===== src/core/gphy_pkg.sv =====
// Shared constants and types for the gigabit management register bank
package gphy_pkg;
    // Register addresses on the serial management interface
    localparam logic [4:0] REG_GIG_CTRL = 5'h09;
    localparam logic [4:0] REG_GIG_STAT = 5'h0A;
    localparam logic [4:0] REG_EXT_STAT = 5'h0F;
    // Gigabit control field positions
    localparam int CTRL_HD_BIT = 8;
    localparam int CTRL_FD_BIT = 9;
    localparam int CTRL_PORT_BIT = 10;
    localparam int CTRL_MVAL_BIT = 11;
    localparam int CTRL_MEN_BIT = 12;
    localparam int CTRL_TEST_LSB = 13;
    // Gigabit status field positions
    localparam int STAT_LP_HD_BIT = 10;
    localparam int STAT_LP_FD_BIT = 11;
    localparam int STAT_REM_RX_BIT = 12;
    localparam int STAT_LOC_RX_BIT = 13;
    localparam int STAT_MASTER_BIT = 14;
    localparam int STAT_FAULT_BIT = 15;
    // Reset values of the control bits: hardware reset, then software reset
    localparam logic HW_RST_ADV = 1'b1;
    localparam logic SW_RST_ADV = 1'b0;
    localparam logic HW_RST_PORT = 1'b1;
    localparam logic SW_RST_PORT = 1'b0;
    localparam logic RST_MANUAL = 1'b0;
    // Fixed extended ability word: 1000BASE-T half and full, no 1000BASE-X
    localparam logic [15:0] EXT_STAT_VALUE = 16'h3000;
    // Transmitter test mode codes
    localparam logic [2:0] TEST_NORMAL = 3'h0;
    localparam logic [2:0] TEST_WAVEFORM = 3'h1;
    localparam logic [2:0] TEST_JITTER_MASTER = 3'h2;
    localparam logic [2:0] TEST_JITTER_SLAVE = 3'h3;
    // Management frame layout
    localparam logic [5:0] PREAMBLE_BITS = 6'h20;
    localparam logic [4:0] HDR_BITS = 5'h0D;
    localparam logic [4:0] TA_BITS = 5'h02;
    localparam logic [4:0] DATA_BITS = 5'h10;
    localparam logic [1:0] OP_READ = 2'h2;
    localparam logic [1:0] OP_WRITE = 2'h1;
    localparam logic [7:0] IDLE_CNT_MAX = 8'hFF;
    localparam int SEED_W = 11;
    typedef enum logic [2:0] {
        ST_PREAMBLE, ST_HEADER, ST_TURN_RD, ST_READ, ST_TURN_WR, ST_WRITE
    } mdio_state_t;
endpackage


===== src/core/role_if.sv =====
// Signals between the register bank and the role resolver
`timescale 1ns/1ps
interface role_if;
    logic manual_en;
    logic manual_val;
    logic port_type;
    logic lp_manual_en;
    logic lp_manual_val;
    logic lp_port_type;
    logic [gphy_pkg::SEED_W-1:0] local_seed;
    logic [gphy_pkg::SEED_W-1:0] lp_seed;
    logic resolve;
    logic clear;
    logic master;
    logic fault_event;
    modport bank (output manual_en, manual_val, port_type, lp_manual_en, lp_manual_val,
        lp_port_type, local_seed, lp_seed, resolve, clear, input master, fault_event);
    modport resolver (input manual_en, manual_val, port_type, lp_manual_en, lp_manual_val,
        lp_port_type, local_seed, lp_seed, resolve, clear, output master, fault_event);
endinterface


===== src/core/role_resolver.sv =====
// MASTER/SLAVE role resolution from local and partner configuration
`timescale 1ns/1ps
module role_resolver (
    input wire logic sys_clk,
    input wire logic reset_n,
    role_if.resolver rif
);
    import gphy_pkg::*;

    typedef struct packed {
        logic master;
        logic fault_event;
    } res_state_t;

    res_state_t q;
    res_state_t d;

    // Resolve on request; a fault leaves the port SLAVE and pulses the event
    always_comb begin
        d = q;
        d.fault_event = 1'b0;
        if (rif.clear) begin
            d = '0;
        end else if (rif.resolve) begin
            if (rif.manual_en && rif.lp_manual_en) begin
                if (rif.manual_val == rif.lp_manual_val) begin
                    d.fault_event = 1'b1;
                end else begin
                    d.master = rif.manual_val;
                end
            end else if (rif.manual_en) begin
                d.master = rif.manual_val;
            end else if (rif.lp_manual_en) begin
                d.master = ~rif.lp_manual_val;
            end else if (rif.port_type != rif.lp_port_type) begin
                d.master = rif.port_type;
            end else if (rif.local_seed != rif.lp_seed) begin
                d.master = (rif.local_seed > rif.lp_seed);
            end else begin
                d.fault_event = 1'b1;
            end
            if (d.fault_event) begin
                d.master = 1'b0;
            end
        end
    end

    // State register
    always_ff @(posedge sys_clk) begin
        if (!reset_n) begin
            q <= '0;
        end else begin
            q <= d;
        end
    end

    assign rif.master = q.master;
    assign rif.fault_event = q.fault_event;
endmodule


===== src/core/gphy_mgmt_regs.sv =====
// Gigabit control and status registers behind the serial management interface
//
// What this block does
// Half-duplex advert bit drives advertisement; reset 1 by hardware, 0 by software.
// Full-duplex advert bit drives advertisement; reset 1 by hardware, 0 by software.
// Manual role value: 1 forces MASTER, 0 forces SLAVE; resets to 0.
// Manual value applies only while manual enable is 1; enable resets to 0.
// Three-bit test mode field in control bits 15:13, resets to normal.
// Test codes: 0 normal, 1 waveform, 2 jitter MASTER, 3 jitter SLAVE.
// Status bit shows partner advertised 1000BASE-T half duplex; resets 0.
// Status bit shows partner advertised 1000BASE-T full duplex; resets 0.
// Status bit shows remote receiver OK; resets 0.
// Status bit shows local receiver OK; resets 0.
// Status bit shows resolved role, 1 MASTER 0 SLAVE; resets 0.
// Role fault bit latches on fault, clears when read; resets 0.
// Extended status always reads 1 in 1000BASE-T half-duplex ability.
// Extended status always reads 1 in 1000BASE-T full-duplex ability.
// Extended status reads 0 in 1000BASE-X bits and low twelve bits.
// Port type bit prefers MASTER when 1; hardware reset 1, software 0.
// Eight-bit read-only idle error count in status register, resets to zero.
`timescale 1ns/1ps
module gphy_mgmt_regs #(
    parameter logic [4:0] PHY_ADDR = 5'h01
) (
    // Clock and resets
    input wire logic sys_clk,
    input wire logic reset_n,
    input wire logic soft_reset,
    // Management pins
    input wire logic mdc,
    input wire logic mdio_in,
    output logic mdio_out,
    output logic mdio_oe,
    // Partner abilities and receiver state
    input wire logic lp_adv_1000_hd,
    input wire logic lp_adv_1000_fd,
    input wire logic remote_rx_ok,
    input wire logic local_rx_ok,
    input wire logic idle_error,
    // Partner role setup, seeds and the resolve strobe
    input wire logic lp_manual_en,
    input wire logic lp_manual_val,
    input wire logic lp_port_type,
    input wire logic [gphy_pkg::SEED_W-1:0] local_seed,
    input wire logic [gphy_pkg::SEED_W-1:0] lp_seed,
    input wire logic role_resolve,
    // Control register fields and the resolved role
    output logic adv_1000_hd,
    output logic adv_1000_fd,
    output logic port_type_multi,
    output logic manual_role_en,
    output logic manual_role_val,
    output logic [2:0] test_mode,
    output logic role_master
);
    import gphy_pkg::*;

    typedef struct packed {
        // Pin synchronisers; the third clock flop finds the rising edge
        logic mdc_s1;
        logic mdc_s2;
        logic mdc_s3;
        logic mdio_s1;
        logic mdio_s2;

        // Frame engine and the read or write data shift
        mdio_state_t state;
        logic [5:0] pre_cnt;
        logic [4:0] bit_cnt;
        logic [15:0] shift;
        logic [4:0] wr_addr;
        logic mdio_out;
        logic mdio_oe;

        // Control register fields
        logic adv_hd;
        logic adv_fd;
        logic port_type;
        logic man_en;
        logic man_val;
        logic [2:0] test_mode;

        // Status levels, latched fault and idle error count
        logic lp_hd;
        logic lp_fd;
        logic rem_ok;
        logic loc_ok;
        logic fault;
        logic [7:0] idle_cnt;
    } bank_state_t;

    bank_state_t q;
    bank_state_t d;
    role_if rif();
    logic mdc_rise;
    logic mdio_bit;
    logic [12:0] hdr;
    logic [15:0] wdata;

    // Pack the control word from the stored fields
    function automatic logic [15:0] ctrl_word(input bank_state_t s);
        logic [15:0] w;
        w = 16'h0000;
        w[CTRL_HD_BIT] = s.adv_hd;
        w[CTRL_FD_BIT] = s.adv_fd;
        w[CTRL_PORT_BIT] = s.port_type;
        w[CTRL_MVAL_BIT] = s.man_val;
        w[CTRL_MEN_BIT] = s.man_en;
        w[CTRL_TEST_LSB+2:CTRL_TEST_LSB] = s.test_mode;
        return w;
    endfunction

    // Read data for an address; unmapped addresses read zero
    function automatic logic [15:0] read_word(input bank_state_t s, input logic [4:0] addr,
                                              input logic master);
        logic [15:0] w;
        w = 16'h0000;
        unique case (addr)
            REG_GIG_CTRL: w = ctrl_word(s);
            // Status word: count, partner abilities, receivers, role and fault
            REG_GIG_STAT: begin
                w[7:0] = s.idle_cnt;
                w[STAT_LP_HD_BIT] = s.lp_hd;
                w[STAT_LP_FD_BIT] = s.lp_fd;
                w[STAT_REM_RX_BIT] = s.rem_ok;
                w[STAT_LOC_RX_BIT] = s.loc_ok;
                w[STAT_MASTER_BIT] = master;
                w[STAT_FAULT_BIT] = s.fault;
            end
            REG_EXT_STAT: w = EXT_STAT_VALUE;
            default: w = 16'h0000;
        endcase
        return w;
    endfunction

    // Edge of the synchronised management clock and the bit it samples
    assign mdc_rise = q.mdc_s2 & ~q.mdc_s3;
    assign mdio_bit = q.mdio_s2;

    // Header and write data views of the shift with the new bit appended
    assign hdr = {q.shift[11:0], mdio_bit};
    assign wdata = {q.shift[14:0], mdio_bit};

    // Role resolver hookup
    assign rif.manual_en = q.man_en;
    assign rif.manual_val = q.man_val;
    assign rif.port_type = q.port_type;

    // Partner configuration and the seeds that break a tie
    assign rif.lp_manual_en = lp_manual_en;
    assign rif.lp_manual_val = lp_manual_val;
    assign rif.lp_port_type = lp_port_type;
    assign rif.local_seed = local_seed;
    assign rif.lp_seed = lp_seed;

    // Resolve strobe; software reset sends the role back to SLAVE
    assign rif.resolve = role_resolve;
    assign rif.clear = soft_reset;

    role_resolver u_resolver (
        .sys_clk(sys_clk),
        .reset_n(reset_n),
        .rif(rif.resolver)
    );

    // Next state: synchronisers, status capture, frame engine, soft reset
    always_comb begin
        logic clear_on_read;
        clear_on_read = 1'b0;
        d = q;
        d.mdc_s1 = mdc;
        d.mdc_s2 = q.mdc_s1;
        d.mdc_s3 = q.mdc_s2;
        d.mdio_s1 = mdio_in;
        d.mdio_s2 = q.mdio_s1;

        // Status levels follow their inputs one clock late
        d.lp_hd = lp_adv_1000_hd;
        d.lp_fd = lp_adv_1000_fd;
        d.rem_ok = remote_rx_ok;
        d.loc_ok = local_rx_ok;

        if (mdc_rise) begin
            unique case (q.state)
                // Count ones; a zero after a full preamble starts the header
                ST_PREAMBLE: begin
                    if (mdio_bit) begin
                        if (q.pre_cnt != PREAMBLE_BITS) begin
                            d.pre_cnt = q.pre_cnt + 6'h01;
                        end
                    end else begin
                        if (q.pre_cnt == PREAMBLE_BITS) begin
                            d.state = ST_HEADER;
                            d.bit_cnt = 5'h00;
                        end
                        d.pre_cnt = 6'h00;
                    end
                end

                // Shift in start, opcode, address and register; decide at the last bit
                ST_HEADER: begin
                    d.shift = wdata;
                    d.bit_cnt = q.bit_cnt + 5'h01;
                    if (q.bit_cnt == HDR_BITS - 5'h01) begin
                        d.state = ST_PREAMBLE;
                        d.bit_cnt = 5'h00;
                        // Answer only a valid start bit and our own address
                        if (hdr[12] && hdr[9:5] == PHY_ADDR) begin
                            if (hdr[11:10] == OP_READ) begin
                                d.state = ST_TURN_RD;
                                d.shift = read_word(q, hdr[4:0], rif.master);
                                clear_on_read = (hdr[4:0] == REG_GIG_STAT);
                            end else if (hdr[11:10] == OP_WRITE) begin
                                d.state = ST_TURN_WR;
                                d.wr_addr = hdr[4:0];
                            end
                        end
                    end
                end

                // Drive the low turnaround bit
                ST_TURN_RD: begin
                    d.mdio_out = 1'b0;
                    d.mdio_oe = 1'b1;
                    d.state = ST_READ;
                end

                // Launch one data bit per clock rise, release after the last
                ST_READ: begin
                    if (q.bit_cnt == DATA_BITS) begin
                        d.mdio_out = 1'b0;
                        d.mdio_oe = 1'b0;
                        d.state = ST_PREAMBLE;
                        d.bit_cnt = 5'h00;
                    end else begin
                        d.mdio_out = q.shift[15];
                        d.shift = {q.shift[14:0], 1'b0};
                        d.bit_cnt = q.bit_cnt + 5'h01;
                    end
                end

                // Let the two turnaround bits pass
                ST_TURN_WR: begin
                    d.bit_cnt = q.bit_cnt + 5'h01;
                    if (q.bit_cnt == TA_BITS - 5'h01) begin
                        d.state = ST_WRITE;
                        d.bit_cnt = 5'h00;
                    end
                end

                // Shift in data; commit to the control word at the last bit
                ST_WRITE: begin
                    d.shift = wdata;
                    d.bit_cnt = q.bit_cnt + 5'h01;
                    if (q.bit_cnt == DATA_BITS - 5'h01) begin
                        d.state = ST_PREAMBLE;
                        d.bit_cnt = 5'h00;
                        // Only the control register takes writes; the rest are read only
                        if (q.wr_addr == REG_GIG_CTRL) begin
                            d.adv_hd = wdata[CTRL_HD_BIT];
                            d.adv_fd = wdata[CTRL_FD_BIT];
                            d.port_type = wdata[CTRL_PORT_BIT];
                            d.man_val = wdata[CTRL_MVAL_BIT];
                            d.man_en = wdata[CTRL_MEN_BIT];
                            d.test_mode = wdata[CTRL_TEST_LSB+2:CTRL_TEST_LSB];
                        end
                    end
                end

                // Unused codes fall back to the preamble hunt
                default: d.state = ST_PREAMBLE;
            endcase
        end

        // Read of the status word clears fault and count; a new event still wins
        if (clear_on_read) begin
            d.fault = 1'b0;
            d.idle_cnt = 8'h00;
        end

        // A role fault from the resolver latches until the status word is read
        if (rif.fault_event) begin
            d.fault = 1'b1;
        end

        // Idle errors count up and stop at the top; after a clear the count restarts at zero
        if (idle_error && d.idle_cnt != IDLE_CNT_MAX) begin
            d.idle_cnt = d.idle_cnt + 8'h01;
        end

        // Software reset loads its own defaults; the frame engine is left alone
        if (soft_reset) begin
            d.adv_hd = SW_RST_ADV;
            d.adv_fd = SW_RST_ADV;
            d.port_type = SW_RST_PORT;
            d.man_en = RST_MANUAL;
            d.man_val = RST_MANUAL;
            d.test_mode = TEST_NORMAL;
            // Status levels and latched events start again from zero
            d.lp_hd = 1'b0;
            d.lp_fd = 1'b0;
            d.rem_ok = 1'b0;
            d.loc_ok = 1'b0;
            d.fault = 1'b0;
            d.idle_cnt = 8'h00;
        end
    end

    // State register; hardware reset loads the hardware defaults
    always_ff @(posedge sys_clk) begin
        if (!reset_n) begin
            q <= '0;
            // Clock flops start high so a high pin after reset never reads as a rise
            q.mdc_s1 <= 1'b1;
            q.mdc_s2 <= 1'b1;
            q.mdc_s3 <= 1'b1;
            q.adv_hd <= HW_RST_ADV;
            q.adv_fd <= HW_RST_ADV;
            q.port_type <= HW_RST_PORT;
            q.man_en <= RST_MANUAL;
            q.man_val <= RST_MANUAL;
            q.test_mode <= TEST_NORMAL;
        end else begin
            q <= d;
        end
    end

    // Management line driver, enabled only while a read answer is on the line
    assign mdio_out = q.mdio_out;
    assign mdio_oe = q.mdio_oe;

    // Control fields straight from the state register
    assign adv_1000_hd = q.adv_hd;
    assign adv_1000_fd = q.adv_fd;
    assign port_type_multi = q.port_type;
    assign manual_role_en = q.man_en;
    assign manual_role_val = q.man_val;
    assign test_mode = q.test_mode;

    // Resolved role, registered inside the resolver
    assign role_master = rif.master;
endmodule


===== config.mk =====
export PLATFORM = sky130hd
export DESIGN_NAME = gphy_mgmt_regs
export DESIGN_NICKNAME = d
export VERILOG_FILES = /design/src/core/gphy_pkg.sv /design/src/core/role_if.sv /design/src/core/role_resolver.sv /design/src/core/gphy_mgmt_regs.sv
export SDC_FILE = /design/constraint.sdc
export NUM_CORES = 1
export LEC_CHECK = 0
export ABC_AREA = 1
export BUFFER_PORTS_ARGS = -buffer_cell sky130_fd_sc_hd__buf_4
export CELL_PAD_IN_SITES_DETAIL_PLACEMENT = 0
export CELL_PAD_IN_SITES_GLOBAL_PLACEMENT = 2
export CORE_MARGIN = 2
export CORE_UTILIZATION = 29
export DETAILED_ROUTE_END_ITERATION = 10
export PLACE_DENSITY_LB_ADDON = 0.1
export SLEW_MARGIN = 25
export SYNTH_ARGS = -nofsm -noshare
export SYNTH_HDL_FRONTEND = slang
export SYNTH_SLANG_ARGS = --single-unit

===== constraint.sdc =====
create_clock -name sys_clk -period 2.65 [get_ports sys_clk]
set_clock_uncertainty 0.2 [all_clocks]
set_input_delay 0.1325 -clock sys_clk [delete_from_list [all_inputs] [get_ports sys_clk]]
set_output_delay 0.1325 -clock sys_clk [all_outputs]
set_load 0.005 [all_outputs]

; ---- After elaboration in Yosys (flattened, before gate mapping)
; Index checks and enable logic that the tools add are counted.
[op_classes]
n_addsub = 3
magnitude_cmp = 1
eq_ne = 32
muxes = 58
n_bitwise = 6
n_reduce_logical = 24
[op_table]
columns = cell, n
row1 = two-way mux 8 bit, 6
row2 = one-hot mux 16 bit (3 select lines), 1
row3 = two-way mux 21 bit, 2
row4 = two-way mux 5 bit, 7
row5 = two-way mux 16 bit, 2
row6 = "equality test 5 x 4 -> 1 bit, second input constant", 6
row7 = two-way mux 3 bit, 9
row8 = two-way mux 26 bit, 1
row9 = one-hot mux 5 bit (5 select lines), 1
row10 = two-way mux 1 bit, 19
row11 = one-hot mux 3 bit (6 select lines), 1
row12 = one-hot mux 6 bit (3 select lines), 1
row13 = "!= test 2 bit, second input constant", 7
row14 = two-way mux 6 bit, 2
row15 = AND reduction 3 bit, 4
row16 = AND reduction 4 bit, 3
row17 = nonzero test 2 bit, 6
row18 = greater-than comparator 11 bit, 1
row19 = != test 11 bit, 1
row20 = "equality test 5 x 1 -> 1 bit, second input constant", 2
row21 = two-way mux 9 bit, 1
row22 = "adder 8 x 1 -> 8 bit, second input constant", 1
row23 = two-way mux 2 bit, 4
row24 = "!= test 8 x 3 -> 1 bit, second input constant", 1
row25 = other kinds (27), 35
[word_totals]
register_bits = 65
elab_cells = 150

; ---- Logic depth before layout (Yosys ltp)
[logic_depth]
word_depth = 11
mapped_depth = 21

; ---- By module
; A second synthesis with hierarchy kept.
[hier_totals]
cells_unflattened = 542
area_unflattened_um2 = 3808.7
[modules_own_cells]
columns = mod, instances, cells_per_inst, area_each_um2, seq_area_each_um2
row1 = gphy_mgmt_regs, 1, 455, 3324.4, 1261.2
row2 = role_resolver, 1, 87, 484.2, 40.0

; ---- Worst setup path after synthesis
; OpenSTA, ideal clock, no wires.
[synth_timing]
path_kind = flip-flop to flip-flop
from = register q[44] in the netlist's numbering
to = register q[2] in the netlist's numbering
setup_ns = 0.131
t_arrival_ns = 2.155
setup_slack_ns = 0.164
stages_incl_launch_ff = 21
n_path_buf = 1
period_less_slack_ns = 2.486
cell_sequence = dfxtp_1 -> inv_1 -> ha_1 -> inv_1 -> nor2_1 -> nand3_1 -> nor2_2 -> nand3_2 -> buf_6 -> inv_1 -> nor2_1 -> ha_1 -> nand2_1 -> inv_1 -> nand3_1 -> nor2_4 -> nand2_4 -> nand2_4 -> clkinv_4 -> nand2_1 -> a21oi_2
[synth_via]
elab_chain_cells = 8
elab_cells_between_ends = 9
[synth_rtl]
columns = item, line
row1 = "start, declared", gphy_mgmt_regs.sv:92  ; bank_state_t q;
row2 = equality test 5 x 4 -> 1 bit *, gphy_mgmt_regs.sv:204  ; if (q.bit_cnt == HDR_BITS - 5'h01) begin
row3 = two-way mux 1 bit *, gphy_mgmt_regs.sv:204
row4 = two-way mux 1 bit *, gphy_mgmt_regs.sv:184  ; unique case (q.state)
row5 = two-way mux 1 bit *, gphy_mgmt_regs.sv:183  ; if (mdc_rise) begin
row6 = two-way mux 9 bit *, gphy_mgmt_regs.sv:276  ; if (clear_on_read) begin
row7 = "parallel branches: the longest is 2 deep, another holds adder 8 x 1 -> 8 bit", n/a
row8 = two-way mux 8 bit *, gphy_mgmt_regs.sv:287  ; if (idle_error && d.idle_cnt != IDLE_CNT_MAX) begin
; Every way passes the cells marked *. The select of a mux whose other input is x is not followed.
; A chain may end at the register's enable or synchronous reset.

; ---- Worst setup path in the final report
[layout_timing]
from = register q[44] in the netlist's numbering
to = register q, in the netlist adv_1000_hd
[layout_via]
elab_chain_cells = 3
[layout_rtl]
columns = item, line
row1 = equality test 5 x 4 -> 1 bit, gphy_mgmt_regs.sv:255  ; if (q.bit_cnt == DATA_BITS - 5'h01) begin
row2 = nonzero test 2 bit (no line), n/a
row3 = AND reduction 4 bit (no line), n/a
; Every way passes these cells.

==> flow_summary.html <==
<table>
<tr><th>Metric</th><th>Value</th></tr>
<tr><th colspan="2">Outcome</th></tr>
<tr><td>Status</td><td>completed</td></tr>
<tr><th colspan="2">STA</th></tr>
<tr><td>Unrepaired setup endpoints after global routing</td><td>false</td></tr>
<tr><td>Shortest period the worst path allows</td><td>2.42 ns</td></tr>
<tr><td>Fin. max-slew vios</td><td>0</td></tr>
<tr><td>Total Neg Setup Slack</td><td>0 ns</td></tr>
<tr><td>Worst hold margin</td><td>0.0439 ns</td></tr>
<tr><td>Final-report hold violation count</td><td>0</td></tr>
<tr><td>Max Fclk</td><td>0.414 GHz</td></tr>
<tr><td>Final clock period utilization by the worst path</td><td>0.912</td></tr>
<tr><td>Worst max-slew margin expressed relative to the limit</td><td>0.646</td></tr>
<tr><td>Setup violation total in the final timing report</td><td>0</td></tr>
<tr><td>Slew at the pin closest to its max-slew limit</td><td>0.526 ns</td></tr>
<tr><th colspan="2">Pwr</th></tr>
<tr><td>Tot Pwr</td><td>2.42 mW</td></tr>
<tr><td>Leakage power summed over all cells</td><td>2.04 nW</td></tr>
<tr><td>Power density of the placed cells</td><td>514 nW/um^2</td></tr>
<tr><td>Worst ir drop on vdd</td><td>261 uV</td></tr>
<tr><th colspan="2">Layout</th></tr>
<tr><td>Final-stage net count</td><td>647</td></tr>
<tr><td>Area delta synth-&gt;final</td><td>28.0%</td></tr>
<tr><td>Fraction of final layout cells sized beyond drive strength 1</td><td>0.188</td></tr>
<tr><td>Ant. Diodes</td><td>0</td></tr>
<tr><td>Utilization after layout</td><td>0.376</td></tr>
<tr><td>Footprint of the flip-flops and latches</td><td>1300 um^2</td></tr>
<tr><td>Filler instances</td><td>1379</td></tr>
<tr><td>Area of the multi-input gates</td><td>1940 um^2</td></tr>
<tr><th colspan="2">Floorplanning</th></tr>
<tr><td>Starting Density</td><td>0.293</td></tr>
<tr><td>Die Y-Extent</td><td>117 um</td></tr>
<tr><td>FP Rows</td><td>41</td></tr>
<tr><td>Core box area</td><td>12500 um^2</td></tr>
<tr><td>Die area</td><td>13600 um^2</td></tr>
<tr><td>X dimension of the die</td><td>117 um</td></tr>
<tr><td>I/O Pins</td><td>47</td></tr>
<tr><th colspan="2">Worst setup path</th></tr>
<tr><td>Category of the critical setup timing path</td><td>reg -&gt; reg</td></tr>
<tr><td>Critical Path Most Common Cell</td><td>sky130_fd_sc_hd__ha_1</td></tr>
<tr><td>Startpoint type of the worst setup path</td><td>flip-flop</td></tr>
<tr><td>Longest individual stage delay on the worst path</td><td>0.59 ns</td></tr>
<tr><td>Depth of the worst register-to-register path</td><td>10</td></tr>
<tr><td>Critical path's slowest cell</td><td>sky130_fd_sc_hd__dlygate4sd3_1</td></tr>
<tr><td>Start point of the critical path</td><td>q[44]$_SDFFE_PN0P_</td></tr>
<tr><td>CP Cell Sequence</td><td>buf_4 &gt; ha_1 &gt; nand2_1 &gt; inv_1 &gt; ha_1 &gt; nand4_1 &gt; nor3_4 &gt; nand3_1 &gt; o311ai_0 &gt; dlygate4sd3_1</td></tr>
<tr><td>WP data required</td><td>2.73 ns</td></tr>
<tr><td>Terminus of the critical flop-to-flop path</td><td>adv_1000_hd$_SDFFE_PN1P_</td></tr>
<tr><td>CP endpoint kind</td><td>flip-flop</td></tr>
<tr><td>Last element of the critical path</td><td>adv_1000_hd$_SDFFE_PN1P_</td></tr>
<tr><td>Data arrival time at the worst-slack endpoint</td><td>2.50 ns</td></tr>
<tr><td>Reg-to-reg slack, setup</td><td>0.23 ns</td></tr>
<tr><td>Critical-path maximum fanout</td><td>5</td></tr>
<tr><td>R2r startpoint</td><td>q[44]$_SDFFE_PN0P_</td></tr>
<tr><th colspan="2">GRT</th></tr>
<tr><td>Via count of the first global-routing pass</td><td>3171</td></tr>
<tr><td>Global-route wire length before repair</td><td>15.6 mm</td></tr>
<tr><td>Grt ovf</td><td>0</td></tr>
<tr><td>Combined global-route utilization of all metal layers</td><td>0.150</td></tr>
<tr><td>Pin count of the biggest net entering global routing</td><td>33</td></tr>
<tr><td>Antenna violations before repair</td><td>0</td></tr>
<tr><th colspan="2">Yosys</th></tr>
<tr><td>Distinct cell type count of the synthesized netlist</td><td>43</td></tr>
<tr><td>Synthesized net count</td><td>580</td></tr>
<tr><td>Mean Syn Cell Area</td><td>7.00 um^2</td></tr>
<tr><td>Leading post-synthesis cells by cell area</td><td>sky130_fd_sc_hd__dfxtp_1 35%, sky130_fd_sc_hd__nand2_1 9.9%, sky130_fd_sc_hd__inv_1 8.7%</td></tr>
<tr><td>Proportion of synthesized chip area in sequential cells</td><td>0.354</td></tr>
<tr><td>Post-Syn Area</td><td>3670 um^2</td></tr>
<tr><td>Number of synthesized flops with an enable pin</td><td>0</td></tr>
<tr><td>Number of warning messages in the yosys log</td><td>0</td></tr>
<tr><td>Area share of the largest cell type after synthesis</td><td>0.354</td></tr>
<tr><td>Cell type with the largest total area after synthesis</td><td>sky130_fd_sc_hd__dfxtp_1</td></tr>
<tr><td>Number of storage elements in the synthesis netlist</td><td>65</td></tr>
<tr><td>Post-synth top flop</td><td>sky130_fd_sc_hd__dfxtp_1</td></tr>
<tr><td>Gate count of the mapped netlist</td><td>525</td></tr>
<tr><td>Fraction of synthesis flops using an asynchronous set or reset pin</td><td>0</td></tr>
<tr><th colspan="2">Detailed routing</th></tr>
<tr><td>Metal3 WL</td><td>435 um</td></tr>
<tr><td>Total vias in the final route</td><td>3418</td></tr>
<tr><td>Uppermost signal routing layer after detailed routing</td><td>met4</td></tr>
<tr><td>Routed WL per cell</td><td>12.5 um</td></tr>
<tr><td>Count of unresolved DRC violations after routing</td><td>0</td></tr>
<tr><td>Vias per inst</td><td>4.45</td></tr>
<tr><td>Final routed wirelength across all metal layers</td><td>9.59 mm</td></tr>
<tr><td>First-pass detailed-route iteration total</td><td>4</td></tr>
<tr><td>Violation count after the first detailed-route iteration</td><td>163</td></tr>
<tr><td>Met1 layer wirelength in the final routing</td><td>4.94 mm</td></tr>
<tr><td>Wire length on met2</td><td>4.02 mm</td></tr>
<tr><td>Remaining antenna violation count after routing</td><td>0</td></tr>
<tr><th colspan="2">Placement</th></tr>
<tr><td>Weighted congestion reported at the end of routability-driven placement</td><td>0.785</td></tr>
<tr><td>HPWL reported at the end of detailed placement</td><td>7.13 mm</td></tr>
<tr><td>Quantity of I/O buffers inserted on ports</td><td>46</td></tr>
<tr><th colspan="2">Clocking</th></tr>
<tr><td>Clock H-tree levels</td><td>3</td></tr>
<tr><td>Clock latency on the worst-skew pair</td><td>0.34 ns</td></tr>
<tr><td>Number of sinks driven by the clock tree</td><td>65</td></tr>
<tr><td>Total clock buffers created by CTS</td><td>9</td></tr>
<tr><td>Clock tree root driver cell</td><td>sky130_fd_sc_hd__clkbuf_16</td></tr>
<tr><td>Clock input transition at the sequential cells of the worst setup and hold paths</td><td>0.06 ns</td></tr>
<tr><td>CTS tree</td><td>yes</td></tr>
<tr><td>Clock tree buffer depth</td><td>2</td></tr>
<tr><th colspan="2">Flow run</th></tr>
<tr><td># Max-Cap Violations</td><td>0</td></tr>
<tr><th colspan="2">Worst hold path</th></tr>
<tr><td>Beginning of the worst hold path</td><td>lp_manual_en</td></tr>
<tr><td>Worst min-delay path class</td><td>in -&gt; reg</td></tr>
</table>
## synthesized netlist by cell type, drive strengths merged (3+ instances only)
cell type  count
nand2        101
inv           90
dfxtp         65
nor2          62
o21ai         45
a21oi         44
nand3         33
ha            19
buf           12
nor3           6
a211oi         5
clkbuf         5
nand4          5
o211ai         5
o311ai         4
xor2           4
a31oi          3
nand3b         3
or2            3
## state kept, by name, summed over array words and instances, names as in the netlist, 3 cells and up
| signal | cells |
|---|---|
| d | 3 |
| q | 37 |
| test_mode | 3 |
| hdr | 12 |
## cell type report
type | instances | share of cell area
timing repair buffer | 73 | 0.124
sequential | 65 | 0.277
tap | 172 | 0.0458
clock buffer | 13 | 0.0596
multi-input combinational | 351 | 0.412
clock inverter | 2 | 0.00745
inverter | 92 | 0.0745
## where the power goes
group | internal, mW | switching (mW) | leakage [nW] | total (mW)
registers | 0.988 | 0.00515 | 0.527 | 0.994
logic | 0.0831 | 0.0764 | 1.35 | 0.159
clock network | 0.824 | 0.440 | 0.158 | 1.26
total | 1.90 | 0.522 | 2.04 | 2.42
## cell usage in the layout, fill, tap and decap left out, types with 2 or more instances in the layout
cell type,Yosys,layout
sky130_fd_sc_hd__nand2_1,97,97
sky130_fd_sc_hd__inv_1,85,85
sky130_fd_sc_hd__nor2_1,52,51
sky130_fd_sc_hd__dfxtp_1,65,64
sky130_fd_sc_hd__nand4_1,5,5
sky130_fd_sc_hd__ha_1,19,18
sky130_fd_sc_hd__a211oi_1,5,5
sky130_fd_sc_hd__nand2_2,2,2
sky130_fd_sc_hd__clkbuf_8,0,4
sky130_fd_sc_hd__nand3b_1,2,2
sky130_fd_sc_hd__a21oi_2,3,3
sky130_fd_sc_hd__inv_2,5,5
sky130_fd_sc_hd__nand3_2,3,4
sky130_fd_sc_hd__o211ai_1,5,5
sky130_fd_sc_hd__o21ai_1,3,3
sky130_fd_sc_hd__nand2_4,2,2
sky130_fd_sc_hd__o311ai_0,4,4
sky130_fd_sc_hd__a31oi_1,3,3
sky130_fd_sc_hd__or2_2,3,3
sky130_fd_sc_hd__nand3_1,29,28
sky130_fd_sc_hd__a21oi_1,41,41
sky130_fd_sc_hd__clkbuf_16,0,9
sky130_fd_sc_hd__nor2_2,6,6
sky130_fd_sc_hd__buf_4,4,60
sky130_fd_sc_hd__xnor2_1,2,2
sky130_fd_sc_hd__nor3_1,5,5
sky130_fd_sc_hd__xor2_1,4,4
sky130_fd_sc_hd__nor2_4,4,5
sky130_fd_sc_hd__o21ai_0,42,42
sky130_fd_sc_hd__dlygate4sd3_1,0,13
## layer usage
| layer | global-route usage | vias to the layer above |
|---|---|---|
| li1 | - | 1831 |
| met1 | 0.204 | 1508 |
| met2 | 0.228 | 65 |
| met3 | 0.0301 | 14 |
| met4 | 0.0706 | 0 |
| met5 | 0 | - |
## kinds of logic after synthesis
logic type               after synthesis  share of synthesized area
XOR/XNOR                               6                     0.0143
AO/OA/AOI/OAI                        111                      0.170
buffers and inverters                109                      0.123
flip-flops                            65                      0.354
AND/OR/NAND/NOR                      215                      0.274
adder cells (fa/ha/maj)               19                     0.0647
## worst min path at each step
stage | end | slack, ns | cells past startpoint
after floorplan | u_resolver.rif.master$_SDFFE_PP0P_ | 0.03 | 1
after global placement | d[58]$_SDFF_PN0_ | 0.12 | 3
after detailed placement | d[58]$_SDFF_PN0_ | 0.12 | 3
after CTS | u_resolver.rif.fault_event$_SDFF_PP0_ | 0.04 | 3
after global routing | u_resolver.rif.fault_event$_SDFF_PP0_ | 0.08 | 3
final | u_resolver.rif.fault_event$_SDFF_PP0_ | 0.04 | 3
## what timing repair did
action                                  in CTS  in global routing
endpoints found under the setup margin       0                  8
setup buffers                                0                  0
gates resized for setup                      0                  5
endpoints found under the hold margin       21                  0
hold buffers                                13                  0
## critical path, delay by kind of cell (launching register included)
kind                       cells  cell delay [ns]
adders and majority gates      2             0.35
and+or+nand+nor                4             0.61
buffers and inverters          3             0.77
DFF                            1             0.32
AOI/OAI and AO/OA              1             0.10
## through the flow
stage	cell area (um^2)	cells	worst slack (ns)
2_1_floorplan	3670	525	0.164
3_3_place_gp	4240	740	0.128
3_5_place_dp	4240	740	0.0508
4_1_cts	4680	768	0.0427
5_1_grt	4700	768	0.0156
6_report	4700	768	0.234
Power figures use the tool's default switching activity.
